==> config.mk <==
export PLATFORM = sky130hd
export DESIGN_NAME = cgc_clock_generator_config
export DESIGN_NICKNAME = d
export VERILOG_FILES = /design/src/hdl/cgc_pkg.sv /design/src/hdl/clock_generator_config.sv
export SDC_FILE = /design/constraint.sdc
export NUM_CORES = 1
export LEC_CHECK = 0
export ABC_AREA = 1
export ABC_CLOCK_PERIOD_IN_PS = 13830
export BUFFER_PORTS_ARGS = -buffer_cell sky130_fd_sc_hd__buf_2
export CORE_UTILIZATION = 40
export CTS_CLUSTER_SIZE = 16
export DETAILED_ROUTE_END_ITERATION = 10
export PLACE_DENSITY_LB_ADDON = 0.25
export SETUP_SLACK_MARGIN = 0.15
export SYNTH_ARGS = -nofsm -noshare
export SYNTH_HDL_FRONTEND = slang
export SYNTH_SLANG_ARGS = --single-unit
==> constraint.sdc <==
create_clock -name clk_sys -period 13.83 [get_ports clk_sys]
set_input_delay 0.6915 -clock clk_sys [delete_from_list [all_inputs] [get_ports clk_sys]]
set_output_delay 0.6915 -clock clk_sys [all_outputs]
set_load 0.02 [all_outputs]
==> src/hdl/cgc_pkg.sv <==
package cgc_pkg;

  // ----------------------------------------------------------------
  // Register map (byte addresses)
  // ----------------------------------------------------------------
  localparam logic [7:0] CGC_ADDR_CONTROL  = 8'h04;
  localparam logic [7:0] CGC_ADDR_DIVISION = 8'h08;
  localparam logic [7:0] CGC_ADDR_USAGE    = 8'h0C;

  // ----------------------------------------------------------------
  // Field positions and widths
  // ----------------------------------------------------------------
  localparam int CGC_NUM_GEN     = 8;
  localparam int CGC_IDX_LSB     = 0;
  localparam int CGC_IDX_W       = 4;
  localparam int CGC_SRC_LSB     = 8;
  localparam int CGC_SRC_W       = 5;
  localparam int CGC_EN_BIT      = 16;
  localparam int CGC_DIVIDE_SELECT_BIT  = 20;
  localparam int CGC_DIV_LSB     = 8;
  localparam int CGC_DIV_W       = 16;
  localparam int CGC_FACT_W      = 18;

  // Implemented division width of each generator
  localparam int CGC_DIVW_GEN0   = 8;
  localparam int CGC_DIVW_GEN1   = 16;
  localparam int CGC_DIVW_GEN2   = 5;
  localparam int CGC_DIVW_OTHER  = 8;

  // ----------------------------------------------------------------
  // Source codes and reset values
  // ----------------------------------------------------------------
  localparam logic [4:0] CGC_SRC_LAST      = 5'h07;
  localparam logic [4:0] CGC_SRC_GEN0_RST  = 5'h06;
  localparam logic [4:0] CGC_SRC_GEN2_RST  = 5'h03;
  localparam logic [3:0] CGC_IDX_RESERVED  = 4'h8;
  localparam logic [3:0] CGC_GEN_ZERO      = 4'h0;
  localparam logic [3:0] CGC_GEN_TWO       = 4'h2;

  typedef enum logic [4:0] {
    CGC_SRC_CRYSTAL = 5'h00,
    CGC_SRC_PAD     = 5'h01,
    CGC_SRC_GEN1    = 5'h02,
    CGC_SRC_ULP32K  = 5'h03,
    CGC_SRC_INT32K  = 5'h04,
    CGC_SRC_XTAL32K = 5'h05,
    CGC_SRC_INT8M   = 5'h06,
    CGC_SRC_FLL     = 5'h07
  } cgc_source_t;

  // Per-generator settings
  typedef struct packed {
    logic        divide_select;
    logic        generator_enable;
    logic [4:0]  source_select;
    logic [15:0] division;
  } cgc_gen_cfg_t;

  // Register port bundle
  typedef struct packed {
    logic [7:0]  addr;
    logic [31:0] wdata;
    logic        wr;
    logic        rd;
  } cgc_bus_req_t;

endpackage

==> src/hdl/clock_generator_config.sv <==
`timescale 1ns/10ps

// Contract
// RQ1: Source field bits 12:8 picks generator input; codes 0x08-0x1F reserved.
// RQ2: Control index bits 3:0 chooses generator written or read; 0x8-0xF reserved.
// RQ3: Power reset restores every generator control to its default, RTC one included.
// RQ4: User reset restores generator 0 always, others only if unused by RTC/lock.
// RQ5: Division bits 23:8 set factor; bits above implemented width are ignored.
// RQ6: Division widths: gen0 8, gen1 16, gen2 5, others 8 bits.
// RQ7: Division index bits 3:0 selects generator 0..7; 0x8-0xF reserved.
// RQ8: Power reset clears every generator division; read word equals the index.
// RQ9: User reset clears gen0 division always, others only if unused by RTC/lock.
// RQ10: Divide select clear: divide by factor (0,1 none); set: by 2^(factor+1). Code stops at 2^17 for factor 16 and up.
// RQ11: Control bit 16 enables the indexed generator.
// RQ12: Indexed access; write updates named generator; read uses last written index.
module cgc_clock_generator_config
  import cgc_pkg::*;
(
  // Clock and power reset
  input  wire logic                        clk_sys,
  input  wire logic                        rst,
  // User reset request, synchronous one-cycle pulse
  input  wire logic                        user_reset,
  // Usage of each generator by the real-time counter and locked channels
  input  wire logic [CGC_NUM_GEN-1:0]      rtc_source,
  input  wire logic [CGC_NUM_GEN-1:0]      locked_source,
  // Register port
  input  wire cgc_bus_req_t                bus_req,
  output logic [31:0]                      rd_data,
  // Generator configuration outputs
  output logic [CGC_NUM_GEN-1:0]           gen_enable,
  output logic [CGC_NUM_GEN*5-1:0]         gen_source,
  output logic [CGC_NUM_GEN-1:0]           gen_source_valid,
  output logic [CGC_NUM_GEN*CGC_FACT_W-1:0] gen_factor
);

  // ----------------------------------------------------------------
  // Storage
  // ----------------------------------------------------------------
  cgc_gen_cfg_t cfg_reg [CGC_NUM_GEN];
  logic [3:0]   ctrl_idx_reg;
  logic [3:0]   div_idx_reg;

  logic         wr_ctrl;
  logic         wr_div;
  logic [3:0]   wr_ctrl_idx;
  logic [3:0]   wr_div_idx;

  // ----------------------------------------------------------------
  // Write decode
  // ----------------------------------------------------------------
  // Address match only; the index is judged further down
  assign wr_ctrl     = bus_req.wr && (bus_req.addr == CGC_ADDR_CONTROL);
  assign wr_div      = bus_req.wr && (bus_req.addr == CGC_ADDR_DIVISION);
  assign wr_ctrl_idx = bus_req.wdata[CGC_IDX_LSB +: CGC_IDX_W];
  assign wr_div_idx  = bus_req.wdata[CGC_IDX_LSB +: CGC_IDX_W];

  // ----------------------------------------------------------------
  // Write fields and acceptance
  // ----------------------------------------------------------------
  logic [CGC_SRC_W-1:0]   wr_src_field;
  logic                   wr_en_field;
  logic                   wr_divide_select_field;
  logic [CGC_DIV_W-1:0]   wr_div_field;
  logic                   ctrl_taken;
  logic                   div_taken;
  logic [CGC_NUM_GEN-1:0] ctrl_hit;
  logic [CGC_NUM_GEN-1:0] div_hit;
  logic [CGC_NUM_GEN-1:0] spare_vec;

  // Control word fields; all other bits of the word are dropped
  assign wr_src_field    = bus_req.wdata[CGC_SRC_LSB +: CGC_SRC_W]; // [RQ1]
  assign wr_en_field     = bus_req.wdata[CGC_EN_BIT]; // [RQ11]
  assign wr_divide_select_field = bus_req.wdata[CGC_DIVIDE_SELECT_BIT]; // [RQ10]
  // Division word field, still unmasked here
  assign wr_div_field    = bus_req.wdata[CGC_DIV_LSB +: CGC_DIV_W]; // [RQ5]

  // A user reset in the same cycle swallows the write
  assign ctrl_taken = wr_ctrl && !user_reset;
  assign div_taken  = wr_div && !user_reset;

  // One-hot generator select; reserved index values reach no generator
  always_comb begin
    ctrl_hit = '0;
    div_hit  = '0;
    if (ctrl_taken && (wr_ctrl_idx < CGC_IDX_RESERVED)) begin // [RQ2]
      ctrl_hit[wr_ctrl_idx[2:0]] = 1'b1;
    end
    if (div_taken && (wr_div_idx < CGC_IDX_RESERVED)) begin // [RQ7]
      div_hit[wr_div_idx[2:0]] = 1'b1;
    end
  end

  // ----------------------------------------------------------------
  // User reset spare set
  // ----------------------------------------------------------------
  // Generators a user reset must leave alone; generator 0 is never spared,
  // so the system clock always comes back to its known source
  always_comb begin
    spare_vec    = rtc_source | locked_source; // [RQ4] [RQ9]
    spare_vec[0] = 1'b0;
  end

  // ----------------------------------------------------------------
  // Helper functions
  // ----------------------------------------------------------------

  // Implemented division width per generator
  function automatic int cgc_div_width(input int g);
    begin
      unique case (g)
        0:       cgc_div_width = CGC_DIVW_GEN0;
        1:       cgc_div_width = CGC_DIVW_GEN1;
        2:       cgc_div_width = CGC_DIVW_GEN2;
        default: cgc_div_width = CGC_DIVW_OTHER;
      endcase
    end
  endfunction

  // Mask that keeps only the division bits this generator implements
  function automatic logic [15:0] cgc_div_mask(input int g);
    begin
      cgc_div_mask = 16'((32'h1 << cgc_div_width(g)) - 32'h1); // [RQ6]
    end
  endfunction

  // Default control settings of one generator
  function automatic cgc_gen_cfg_t cgc_default(input int g, input logic [15:0] div_keep);
    cgc_gen_cfg_t c;
    begin
      c = '0;
      c.division = div_keep;
      if (g == 0) begin
        c.generator_enable = 1'b1;
        c.source_select    = CGC_SRC_GEN0_RST;
      end else if (g == 2) begin
        c.generator_enable = 1'b1;
        c.source_select    = CGC_SRC_GEN2_RST;
      end
      cgc_default = c;
    end
  endfunction

  // ----------------------------------------------------------------
  // Index registers
  // ----------------------------------------------------------------
  // Last written index kept so a read returns that generator; a reserved
  // index is kept too, so software can read back what it wrote
  logic [3:0] ctrl_idx_next;
  logic [3:0] div_idx_next;

  // User reset returns both pointers to generator 0
  always_comb begin
    ctrl_idx_next = ctrl_idx_reg;
    div_idx_next  = div_idx_reg;
    if (user_reset) begin
      ctrl_idx_next = CGC_GEN_ZERO;
      div_idx_next  = CGC_GEN_ZERO;
    end else begin
      if (wr_ctrl) begin
        ctrl_idx_next = wr_ctrl_idx; // [RQ2] [RQ12]
      end
      if (wr_div) begin
        div_idx_next = wr_div_idx; // [RQ7] [RQ12]
      end
    end
  end

  // Pointer registers
  always_ff @(posedge clk_sys or posedge rst) begin
    if (rst) begin
      ctrl_idx_reg <= CGC_GEN_ZERO;
      div_idx_reg  <= CGC_GEN_ZERO;
    end else begin
      ctrl_idx_reg <= ctrl_idx_next;
      div_idx_reg  <= div_idx_next;
    end
  end

  // ----------------------------------------------------------------
  // Per-generator settings
  // ----------------------------------------------------------------
  // User reset spares generators other than 0 feeding the RTC or a locked channel
  for (genvar g = 0; g < CGC_NUM_GEN; g++) begin : g_gen
    cgc_gen_cfg_t          cfg_next;
    logic [CGC_FACT_W-1:0] factor_next;

    // User reset outweighs a write, a write outweighs hold
    always_comb begin
      cfg_next = cfg_reg[g];
      if (user_reset) begin
        if (!spare_vec[g]) begin
          cfg_next = cgc_default(g, 16'h0000); // [RQ4] [RQ9]
        end
      end else begin
        if (ctrl_hit[g]) begin
          cfg_next.source_select    = wr_src_field; // [RQ1]
          cfg_next.generator_enable = wr_en_field; // [RQ11]
          cfg_next.divide_select    = wr_divide_select_field; // [RQ10]
        end
        if (div_hit[g]) begin
          // Upper bits beyond the generator's width are dropped
          cfg_next.division = wr_div_field & cgc_div_mask(g); // [RQ5] [RQ6]
        end
      end
    end

    // Settings register of this generator
    always_ff @(posedge clk_sys or posedge rst) begin
      if (rst) begin
        cfg_reg[g] <= cgc_default(g, 16'h0000); // [RQ3] [RQ8]
      end else begin
        cfg_reg[g] <= cfg_next;
      end
    end

    // --------------------------------------------------------------
    // Effective factor
    // --------------------------------------------------------------
    // With divide select clear, 0 and 1 both mean pass-through. The power-of-two mode saturates at
    // the top bit: that is the widest factor the output port can carry
    always_comb begin
      factor_next = CGC_FACT_W'(1);
      if (cfg_reg[g].divide_select) begin
        if (cfg_reg[g].division >= 16'(CGC_FACT_W - 2)) begin
          factor_next = {1'b1, {(CGC_FACT_W - 1){1'b0}}}; // [RQ6] [RQ10]
        end else begin
          factor_next = CGC_FACT_W'(32'h2 << cfg_reg[g].division[3:0]); // [RQ10]
        end
      end else if (cfg_reg[g].division > 16'h0001) begin
        factor_next = CGC_FACT_W'(cfg_reg[g].division); // [RQ10]
      end
    end

    // Factor output register
    always_ff @(posedge clk_sys or posedge rst) begin
      if (rst) begin
        gen_factor[g*CGC_FACT_W +: CGC_FACT_W] <= '0;
      end else begin
        gen_factor[g*CGC_FACT_W +: CGC_FACT_W] <= factor_next;
      end
    end

    // Enable and source to the clock switch
    always_ff @(posedge clk_sys or posedge rst) begin
      if (rst) begin
        gen_enable[g]                        <= 1'b0;
        gen_source[g*CGC_SRC_W +: CGC_SRC_W] <= 5'h00;
        gen_source_valid[g]                  <= 1'b0;
      end else begin
        gen_enable[g]                        <= cfg_reg[g].generator_enable; // [RQ11]
        gen_source[g*CGC_SRC_W +: CGC_SRC_W] <= cfg_reg[g].source_select;
        // Reserved source codes select nothing
        gen_source_valid[g]                  <= (cfg_reg[g].source_select <= CGC_SRC_LAST); // [RQ1]
      end
    end
  end

  // ----------------------------------------------------------------
  // Read path
  // ----------------------------------------------------------------
  // Reserved index reads as the bare index with no settings
  logic [31:0]  ctrl_word;
  logic [31:0]  div_word;
  logic [31:0]  usage_word;
  logic [31:0]  rd_data_next;
  cgc_gen_cfg_t ctrl_view;
  cgc_gen_cfg_t div_view;

  // Settings of the generators that the two pointers name
  assign ctrl_view = cfg_reg[ctrl_idx_reg[2:0]];
  assign div_view  = cfg_reg[div_idx_reg[2:0]];

  // Control word: index, source, enable and divide select only
  always_comb begin
    ctrl_word                           = 32'h0000_0000;
    ctrl_word[CGC_IDX_LSB +: CGC_IDX_W] = ctrl_idx_reg; // [RQ12]
    if (ctrl_idx_reg < CGC_IDX_RESERVED) begin // [RQ2]
      ctrl_word[CGC_SRC_LSB +: CGC_SRC_W] = ctrl_view.source_select;
      ctrl_word[CGC_EN_BIT]               = ctrl_view.generator_enable;
      ctrl_word[CGC_DIVIDE_SELECT_BIT]           = ctrl_view.divide_select;
    end
  end

  // Division word: index and the stored, already masked factor
  always_comb begin
    div_word                           = 32'h0000_0000;
    div_word[CGC_IDX_LSB +: CGC_IDX_W] = div_idx_reg; // [RQ12]
    if (div_idx_reg < CGC_IDX_RESERVED) begin // [RQ7]
      div_word[CGC_DIV_LSB +: CGC_DIV_W] = div_view.division; // [RQ8]
    end
  end

  // Usage word lets software see which generators the RTC and locked channels use; a user reset spares those but generator 0
  assign usage_word = {16'h0000, locked_source, rtc_source};

  // ----------------------------------------------------------------
  // Read select
  // ----------------------------------------------------------------
  // Read data stands for one cycle and is zero otherwise, so a stale word
  // can never be mistaken for a fresh answer
  always_comb begin
    rd_data_next = 32'h0000_0000;
    if (bus_req.rd) begin
      unique case (bus_req.addr)
        CGC_ADDR_CONTROL:  rd_data_next = ctrl_word;
        CGC_ADDR_DIVISION: rd_data_next = div_word;
        CGC_ADDR_USAGE:    rd_data_next = usage_word;
        default:           rd_data_next = 32'h0000_0000;
      endcase
    end
  end

  // Read data register
  always_ff @(posedge clk_sys or posedge rst) begin
    if (rst) begin
      rd_data <= 32'h0000_0000;
    end else begin
      rd_data <= rd_data_next;
    end
  end

endmodule

==> impl_metrics.py, run 1 <==
metrics = {
    "sta": {
        "whs_ns": 0.3428,
        "fin_skew_ns": 0.01348,
        "relSlewSlack_pct": 24.42,
        "finalHoldViolCount": 0,
        "rsz0062_at_grt": "false",
        "worst_slew_pin_slew_ns": 1.130,
        "drv_slew": 0,
        "min_period_ns": 2.882,
        "finalCritPeriodShare_pct": 20.84,
        "timing.fmax_ghz": 0.3470,
        "finalSetupViolCount": 0,
        "tns_ns": 0,
    },
    "clock_tree": {
        "ctsResizeCount": 0,
        "h-tree-depth": 2,
        "cts-buffers-inserted": 39,
        "cts.clk_slew.worst_paths_ns": 0.06,
        "post_cts_buffers": 0,
        "cts.sinks": 357,
        "clock_path_buffers": 3,
        "clk_latency_ns": 0.54,
        "cts_root_buf": "clkbuf_16",
        "cts_tree": "built",
        "cts_hold_buf": 0,
    },
    "cells_and_area": {
        "largest_register_ff_count": 144,
        "drive_gt1_share_pct": 20.82,
        "synthToLayoutAreaGrowth_pct": 21.43,
        "register_area_sq_mm": 0.008941,
        "multi_input_area_sq_mm": 0.004360,
        "n_fill_cell": 3329,
        "fin_nets": 1858,
    },
    "flow_run": {
        "maxCapViolCount": 0,
    },
    "synth": {
        "ys_seq_area_share_pct": 62.14,
        "synth_area_leaders": "dfrtp_1 61%, nand2_1 8.3%, nand3_1 6.9%",
        "synth-seq-cells": 357,
        "syn_area_sq_mm": 0.01439,
        "synth_edf_count": 0,
        "synth_area_leader_cell": "dfrtp_1",
        "synth_warnings": 0,
        "synth-async-reset-ratio_pct": 100.0,
        "synth_top_cell_area_share_pct": 61.04,
        "ys_types": 35,
        "synth_area_per_cell_sq_um": 9.295,
        "yosysMostFrequentCell": "dfrtp_1",
        "synth-main-ff-cell": "dfrtp_1",
        "synthTopCellsByCount": "351 x dfrtp_1, 318 x nand2_1, 197 x nand3_1, 177 x inv_1, 138 x o21ai_0",
        "syn_inst": 1548,
    },
    "setup_path": {
        "rrSetupSlack_ns": 11.33,
        "cp.arrival_ns": 3.39,
        "endpoint_kind": "async pin",
        "r2r-start": "div_idx_reg[0]",
        "cp.required_ns": 14.34,
        "timing.rr.end": "rd_data[11]",
        "worstSetupStartpointType": "input pin",
        "path_max_fanout": 130,
        "crit_end": "cfg_reg[1]",
        "critPathLaunch": "rst",
        "crit_type": "input pin to async pin",
        "r2r_cells": 9,
    },
    "grt": {
        "grt_first_pass_wirelength_um": 65230,
        "gr-usage-all-layers_pct": 23.65,
        "antenna_found_initial": 9,
        "first_global_vias": 11220,
        "grt_start_max_net_pins": 131,
        "grt-ovfl-total": 0,
    },
    "routing": {
        "wl_per_cell_um": 19.09,
        "routed_wl_um": 43790,
        "drt-pass1-iter-count": 7,
        "top_layer": "met5",
        "wl_met3_um": 3191,
        "met1_length_um": 19070,
        "viasPerCell": 5.190,
        "wl_met2_um": 20320,
        "drt_iter0_markers": 964,
        "route.vias.total": 11910,
        "drc": 0,
        "postRouteAntennaNets": 0,
    },
    "place": {
        "gp_congestion": 0.9224,
        "port_buffers": 272,
        "hpwl_um": 31090,
    },
    "floorplan": {
        "core-area_sq_mm": 0.03548,
        "die_w_um": 191.7,
        "rows": 69,
        "die-area_sq_mm": 0.03673,
        "io_pins": 293,
        "die_h_um": 191.7,
        "start_util_pct": 40.55,
    },
    "min_path": {
        "hp-class": "input pin to async pin",
    },
    "pwr": {
        "peakVddDrop_v": 0.00009083,
        "power_density_mw_per_mm2": 161.7,
        "p_leak_nw": 9.031,
    },
    "outcome": {
        "status": "complete, no violations",
    },
}
cell usage in the layout, fill, tap and decap left out, types with 7 or more instances in the layout:
cell	instances
nand3_1	197
nor4_1	14
nand4_1	20
buf_2	272
o22ai_1	43
o21ai_0	138
nor2_1	117
diode_2	8
bufinv_16	10
nand2_1	318
conb_1	8
nor2_2	7
inv_1	176
dfrtp_1	351
nor3_1	20
nand2_2	7
a21oi_1	21
clkbuf_16	41
power by group:
group / internal [W] / total, W / switching, W / leakage [nW]
combinational: 0.000115 / 0.000412 / 0.000297 / 3.61
sequential: 0.00115 / 0.00123 / 0.0000802 / 4.71
clock: 0.000758 / 0.00118 / 0.000422 / 0.718
critical path, stage by stage:
cell and delay, ns:
buf_2 0.13, inv_8 0.58, buf_4 0.90, buf_4 0.91
worst min path at each step:
stage               cells past startpoint                   to     startpoint  slack [ns]
global placement                        0        gen_source[6]   cfg_reg[155]        0.36
CTS                                     0       gen_source[16]   cfg_reg[109]        0.37
global route                            3           rd_data[6]  rtc_source[6]        0.38
finish                                  2  gen_source_valid[3]            rst        0.34
detailed placement                      0       gen_source[16]   cfg_reg[109]        0.36
floorplan                               0        gen_enable[3]   cfg_reg[113]        0.35
through the flow:
stage	util (%)	total power (W)	setup slack (ns)	area (sq um)	instances
floorplan	-	0.001502	3.243	14420	1555
global placement	45.03	0.001655	10.32	15980	2217
detailed placement	45.03	0.001660	10.23	15980	2217
CTS	49.18	0.002843	10.80	17450	2286
global route	49.22	0.002937	10.46	17460	2291
finish	49.24	0.002826	10.95	17470	2294
metal layers:
layer / up-vias / track usage, %
met2: 511 / 37.31
met3: 78 / 4.367
met5: - / 0
li1: 5530 / -
met1: 5784 / 32.88
met4: 4 / 7.631
cell type report:
class                           instances  share of cell area (%)
Antenna cell                            8                  0.1146
Clock buffer                           51                   6.431
Clock inverter                         18                   1.998
Inverter                              183                   3.974
Multi-Input combinational cell        938                   24.96
Sequential cell                       357                   51.17
Tap cell                              461                   3.301
Timing Repair Buffer                  278                   8.049
cell families (layout without fill, tap and decap cells):
kind of cell	after synthesis	after routing	synth area share, %
and+or+nand+nor	709	709	21.62
other	1	16	0.02606
DFF	357	357	62.14
AOI/OAI and AO/OA	221	221	8.409
buffers and inverters	260	530	7.809
(Power assumes the default switching activity.)
==> run 2, diff against run 1 <==
--- a/config.mk
+++ b/config.mk
@@ -5,8 +5,8 @@
 export SDC_FILE = /design/constraint.sdc
 export NUM_CORES = 1
 export LEC_CHECK = 0
-export ABC_AREA = 1
-export ABC_CLOCK_PERIOD_IN_PS = 13830
+export ABC_AREA = 0
+export ABC_CLOCK_PERIOD_IN_PS = 2900
 export BUFFER_PORTS_ARGS = -buffer_cell sky130_fd_sc_hd__buf_2
 export CORE_UTILIZATION = 40
 export CTS_CLUSTER_SIZE = 16
==> constraint.sdc (replaced) <==
create_clock -name clk_sys -period 2.9 [get_ports clk_sys]
set_input_delay 0.145 -clock clk_sys [delete_from_list [all_inputs] [get_ports clk_sys]]
set_output_delay 0.145 -clock clk_sys [all_outputs]
set_load 0.02 [all_outputs]
==> impl_metrics.py, run 2 <==
metrics = {
    "flow_run": {
        "maxCapViolCount": 0,
    },
    "place": {
        "port_buffers": 272,
        "place_inst": 1861,
        "hpwl_um": 28020,
        "gp_congestion": 0.8815,
    },
    "cells_and_area": {
        "synthToLayoutAreaGrowth_pct": 22.88,
        "fin_nets": 1537,
        "largest_register_ff_count": 144,
        "layout_common_cells": "351 x dfrtp_1, 272 x buf_2, 143 x mux2i_1",
        "final_cells": 1961,
        "final_common_cell": "dfrtp_1",
        "drive_gt1_share_pct": 27.07,
        "utilization_pct": 50.35,
    },
    "routing": {
        "drt-pass1-iter-count": 5,
        "top_layer": "met4",
        "drc": 0,
        "routed_wl_um": 39830,
        "drt_iter0_markers": 648,
        "wl_per_cell_um": 20.31,
        "viasPerCell": 5.191,
        "wl_met2_um": 18600,
        "postRouteAntennaNets": 0,
        "route.vias.total": 10180,
        "wl_met3_um": 2462,
        "met1_length_um": 17810,
    },
    "floorplan": {
        "die_h_um": 191.0,
        "io_pins": 293,
        "die-area_sq_mm": 0.03649,
        "core-area_sq_mm": 0.03488,
        "start_util_pct": 40.97,
        "die_w_um": 191.0,
        "rows": 68,
    },
    "synth": {
        "ys_seq_area_share_pct": 62.56,
        "synth-seq-cells": 357,
        "synth_warnings": 0,
        "syn_inst": 1186,
        "yosysMostFrequentCell": "dfrtp_1",
        "synth_area_leader_cell": "dfrtp_1",
        "synth_top_cell_area_share_pct": 61.45,
        "syn_area_sq_mm": 0.01429,
        "synth-main-ff-cell": "dfrtp_1",
        "synth_edf_count": 0,
        "synth_area_per_cell_sq_um": 12.05,
        "synth_area_leaders": "dfrtp_1 61%, mux2i_1 10%, mux4_2 4.3%",
        "ys_types": 47,
        "synth-async-reset-ratio_pct": 100.0,
        "synthTopCellsByCount": "351 x dfrtp_1, 143 x mux2i_1, 135 x nand2_1, 110 x nor2_1, 58 x inv_1",
    },
    "clock_tree": {
        "clock_path_buffers": 3,
        "cts_root_buf": "clkbuf_16",
        "cts.clk_slew.worst_paths_ns": 0.06,
        "clk_latency_ns": 0.53,
        "ctsResizeCount": 0,
        "cts_hold_buf": 30,
        "cts_tree": "built",
        "cts-buffers-inserted": 38,
        "h-tree-depth": 2,
        "cts.sinks": 357,
        "post_cts_buffers": 0,
    },
    "sta": {
        "timing.fmax_ghz": 0.4680,
        "fin_skew_ns": 0.02297,
        "relSlewSlack_pct": 36.51,
        "worst_slew_pin_slew_ns": 0.9437,
        "finalSetupViolCount": 0,
        "min_period_ns": 2.137,
        "rsz0062_at_grt": "false",
        "finalHoldViolCount": 0,
        "finalCritPeriodShare_pct": 73.67,
        "drv_slew": 0,
    },
    "setup_path": {
        "cp.arrival_ns": 2.51,
        "worstSetupStartpointType": "input pin",
        "critPathBufInv": 2,
        "endpoint_kind": "flop",
        "crit_chain": "dlygate4sd3_1 > buf_2 > nor2b_1 > nand4_2 > nand2b_1 > mux2i_1",
        "cp_slowest_cell": "dlygate4sd3_1",
        "crit_type": "input pin to flop",
        "max_stage_delay_ns": 0.56,
        "cp.required_ns": 3.28,
        "path_max_fanout": 8,
        "cp_top_family": "simple AND/OR/NAND/NOR gates",
    },
    "grt": {
        "grt_start_max_net_pins": 96,
        "grt_first_pass_wirelength_um": 60690,
        "gr-usage-all-layers_pct": 22.07,
        "first_global_vias": 10100,
        "antenna_found_initial": 6,
        "grt-ovfl-total": 0,
    },
    "pwr": {
        "p_leak_nw": 8.316,
        "peakVddDrop_v": 0.0003558,
        "power_density_mw_per_mm2": 560.1,
    },
    "min_path": {
        "hp-class": "input pin to flop",
    },
    "outcome": {
        "status": "complete, no violations",
    },
}
==> run 2: stage by stage <==
stage	hold slack, ns	setup slack [ns]	area (sq um)	TNS [ns]	power [W]
2_1_floorplan	0.2618	-2.024	14320	-714.90	0.005254
3_3_place_gp	0.2264	0.8139	16110	0	0.005375
3_5_place_dp	0.2292	0.7634	16110	0	0.005378
4_1_cts	0.07216	0.8443	17550	0	0.009932
5_1_grt	0.06576	0.5980	17560	0	0.01017
6_report	0.08145	0.7634	17560	0	0.009837
==> run 2: final cells by class <==
class	count	area, sq um
tap	455	569.3
clock buffer	55	1056
antenna	6	15.01
clock inverter	9	78.83
timing repair buffer	322	1862
fill	3100	17320
multi-input combinational	699	4820
inverter	58	221.5
sequential	357	8941
==> run 2: final timing paths <==
check	startpoint	to	slack, ns	cells past startpoint
min in group asynchronous	rst	cfg_reg[155]	0.23	3
hold reg to reg	cfg_reg[133]	gen_source[12]	0.40	0
hold / removal	rtc_source[3]	rd_data[3]	0.08	4
max in group asynchronous	rst	cfg_reg[2]	1.76	4
setup / recovery	bus_req[36]	cfg_reg[96]	0.76	6
setup reg to reg	div_idx_reg[0]	rd_data[11]	0.90	4
==> run 2: cells by family (layout without fill, tap and decap cells) <==
| logic type | Yosys count | after routing | synth area share [%] |
|---|---|---|---|
| other | 1 | 14 | 0.02624 |
| buffers and inverters | 137 | 444 | 3.948 |
| multiplexers | 174 | 174 | 14.58 |
| AO/OA/AOI/OAI | 102 | 102 | 4.587 |
| AND/OR/NAND/NOR | 415 | 415 | 14.30 |
| flip-flops | 357 | 357 | 62.56 |
==> run 2: power by group <==
group | switching [W] | total (W) | internal, W | leakage (nW)
Sequential | 0.00000156 | 0.00499 | 0.00498 | 4.85
Combinational | 0.000238 | 0.000331 | 0.0000929 | 2.91
Clock | 0.00191 | 0.00452 | 0.00261 | 0.550
Total | 0.00215 | 0.00984 | 0.00769 | 8.32
==> run 2: per-layer routing <==
| layer | GRT usage (%) | up-vias |
|---|---|---|
| met5 | 0 | - |
| met4 | 6.462 | 0 |
| met3 | 4.149 | 64 |
| met2 | 34.11 | 356 |
| met1 | 31.56 | 5125 |
| li1 | - | 4634 |
==> run 2: worst reg2reg max path, stage by stage, from the launching register on <==
cell and delay [ns]:
dfrtp_1 0.41, buf_4 0.35, mux4_2 0.57, mux2i_1 0.33, o221ai_1 0.19
==> run 3, diff against run 2 <==
--- a/config.mk
+++ b/config.mk
@@ -6,7 +6,7 @@
 export NUM_CORES = 1
 export LEC_CHECK = 0
 export ABC_AREA = 0
-export ABC_CLOCK_PERIOD_IN_PS = 2900
+export ABC_CLOCK_PERIOD_IN_PS = 2200
 export BUFFER_PORTS_ARGS = -buffer_cell sky130_fd_sc_hd__buf_2
 export CORE_UTILIZATION = 40
 export CTS_CLUSTER_SIZE = 16
==> constraint.sdc (replaced) <==
create_clock -name clk_sys -period 2.2 [get_ports clk_sys]
set_input_delay 0.11 -clock clk_sys [delete_from_list [all_inputs] [get_ports clk_sys]]
set_output_delay 0.11 -clock clk_sys [all_outputs]
set_load 0.02 [all_outputs]
==> impl_metrics.py, run 3 (synthesized netlist as in run 2, its figures left out) <==
metrics = {
    "outcome": {
        "status": "complete, no violations",
    },
    "clock_tree": {
        "cts_root_buf": "clkbuf_16",
        "h-tree-depth": 2,
        "clk_latency_ns": 0.52,
        "cts_tree": "built",
        "clock_path_buffers": 3,
        "cts.sinks": 357,
        "cts-buffers-inserted": 38,
        "post_cts_buffers": 0,
        "cts.clk_slew.worst_paths_ns": 0.06,
    },
    "floorplan": {
        "rows": 68,
        "die_w_um": 191.0,
        "core-area_sq_mm": 0.03488,
        "die-area_sq_mm": 0.03649,
        "start_util_pct": 40.97,
        "die_h_um": 191.0,
        "io_pins": 293,
    },
    "sta": {
        "worst_slew_pin_slew_ns": 0.5664,
        "finalSetupViolCount": 0,
        "min_period_ns": 1.962,
        "finalHoldViolCount": 0,
        "fin_skew_ns": 0.01524,
        "relSlewSlack_pct": 62.08,
        "finalCritPeriodShare_pct": 89.18,
        "rsz0062_at_grt": "false",
        "drv_slew": 0,
        "timing.fmax_ghz": 0.5097,
    },
    "cells_and_area": {
        "multi_input_area_sq_mm": 0.004822,
        "largest_register_ff_count": 144,
        "final_common_cell": "dfrtp_1",
        "final_cell_area_sq_mm": 0.01813,
        "fin_nets": 1577,
        "layout_common_cells": "351 x dfrtp_1, 272 x buf_2, 143 x mux2i_1",
        "register_area_sq_mm": 0.008941,
        "n_fill_cell": 3071,
        "utilization_pct": 51.98,
        "drive_gt1_share_pct": 29.77,
        "synthToLayoutAreaGrowth_pct": 26.87,
    },
    "grt": {
        "grt_start_max_net_pins": 83,
        "grt-ovfl-total": 0,
        "antenna_found_initial": 1,
        "grt_first_pass_wirelength_um": 61670,
        "first_global_vias": 10390,
        "gr-usage-all-layers_pct": 22.37,
    },
    "min_path": {
        "hp-class": "input pin to flop",
    },
    "place": {
        "gp_congestion": 0.8500,
        "postPlaceCellArea_sq_mm": 0.01641,
        "hpwl_um": 28670,
        "port_buffers": 272,
    },
    "setup_path": {
        "cp.arrival_ns": 2.37,
        "cp.required_ns": 2.60,
        "path_max_fanout": 9,
        "endpoint_kind": "flop",
        "worstSetupStartpointType": "flop",
        "crit_type": "flop to flop",
    },
    "pwr": {
        "p_leak_nw": 8.662,
        "peakVddDrop_v": 0.0004806,
        "power_density_mw_per_mm2": 772.3,
    },
    "routing": {
        "postRouteAntennaNets": 0,
        "wl_per_cell_um": 20.20,
        "drt-pass1-iter-count": 5,
        "drt_iter0_markers": 673,
        "drc": 0,
        "routed_wl_um": 40410,
        "route.vias.total": 10380,
        "viasPerCell": 5.187,
    },
    "flow_run": {
        "maxCapViolCount": 0,
    },
}
-- run 3: path summary, 6_finish.rpt --
path	start	end	slack, ns	depth (start not counted)
setup / recovery	ctrl_idx_reg[1]	rd_data[1]	0.24	5
hold / removal	rtc_source[0]	rd_data[0]	0.06	4
setup reg to reg	ctrl_idx_reg[1]	rd_data[1]	0.24	5
hold reg to reg	cfg_reg[133]	gen_source[12]	0.41	0
max in group asynchronous	rst	cfg_reg[41]	1.22	5
min in group asynchronous	rst	gen_source[7]	0.11	3
-- run 3: per-layer routing --
metal | vias to the layer above | GRT usage, % | routed length, um
met5 | - | 0 | 0
met4 | 0 | 6.277 | 1005
met3 | 68 | 4.443 | 2677
met2 | 361 | 35.73 | 19060
met1 | 5234 | 30.95 | 17670
li1 | 4717 | - | -
-- run 3: worst max-delay path, stage by stage, from the launching register on --
cell and delay [ns]:
dfrtp_1 0.54, buf_4 0.27, mux2_2 0.27, a22oi_1 0.15, nor2_1 0.07, dlygate4sd3_1 0.56
-- run 3: power breakdown --
group | total (W) | leakage [nW] | switching, W | internal, W
clock network | 0.00698 | 0.687 | 0.00261 | 0.00438
registers | 0.00657 | 4.85 | 0.00000177 | 0.00657
logic | 0.000448 | 3.12 | 0.000315 | 0.000133
total | 0.0140 | 8.66 | 0.00293 | 0.0111
-- run 3: final cells by class --
type | count | area share (%)
Sequential cell | 357 | 49.31
Multi-Input combinational cell | 699 | 26.59
Timing Repair Buffer | 362 | 12.02
Clock buffer | 57 | 6.652
Tap cell | 455 | 3.140
Inverter | 58 | 1.221
Clock inverter | 12 | 1.049
Antenna cell | 1 | 0.01380
-- run 3: metrics by stage --
step                hold WS, ns  cells  TNS (ns)  total power [W]  setup WS [ns]
global route            0.08243   2000         0          0.01443         0.1633
CTS                     0.03504   2000         0          0.01412         0.2171
finish                  0.05647   2001         0          0.01400         0.2381
global placement         0.1029   1899         0         0.007098         0.3962
floorplan                0.2268   1193   -952.30         0.006925         -2.689
detailed placement       0.1054   1899         0         0.007102         0.3178
-- run 3: repair_timing --
item	4_1_cts	5_1_grt
hold buffers	32	0
setup endpoints to repair	0	2
hold endpoints to repair	247	0
resized for setup	0	1
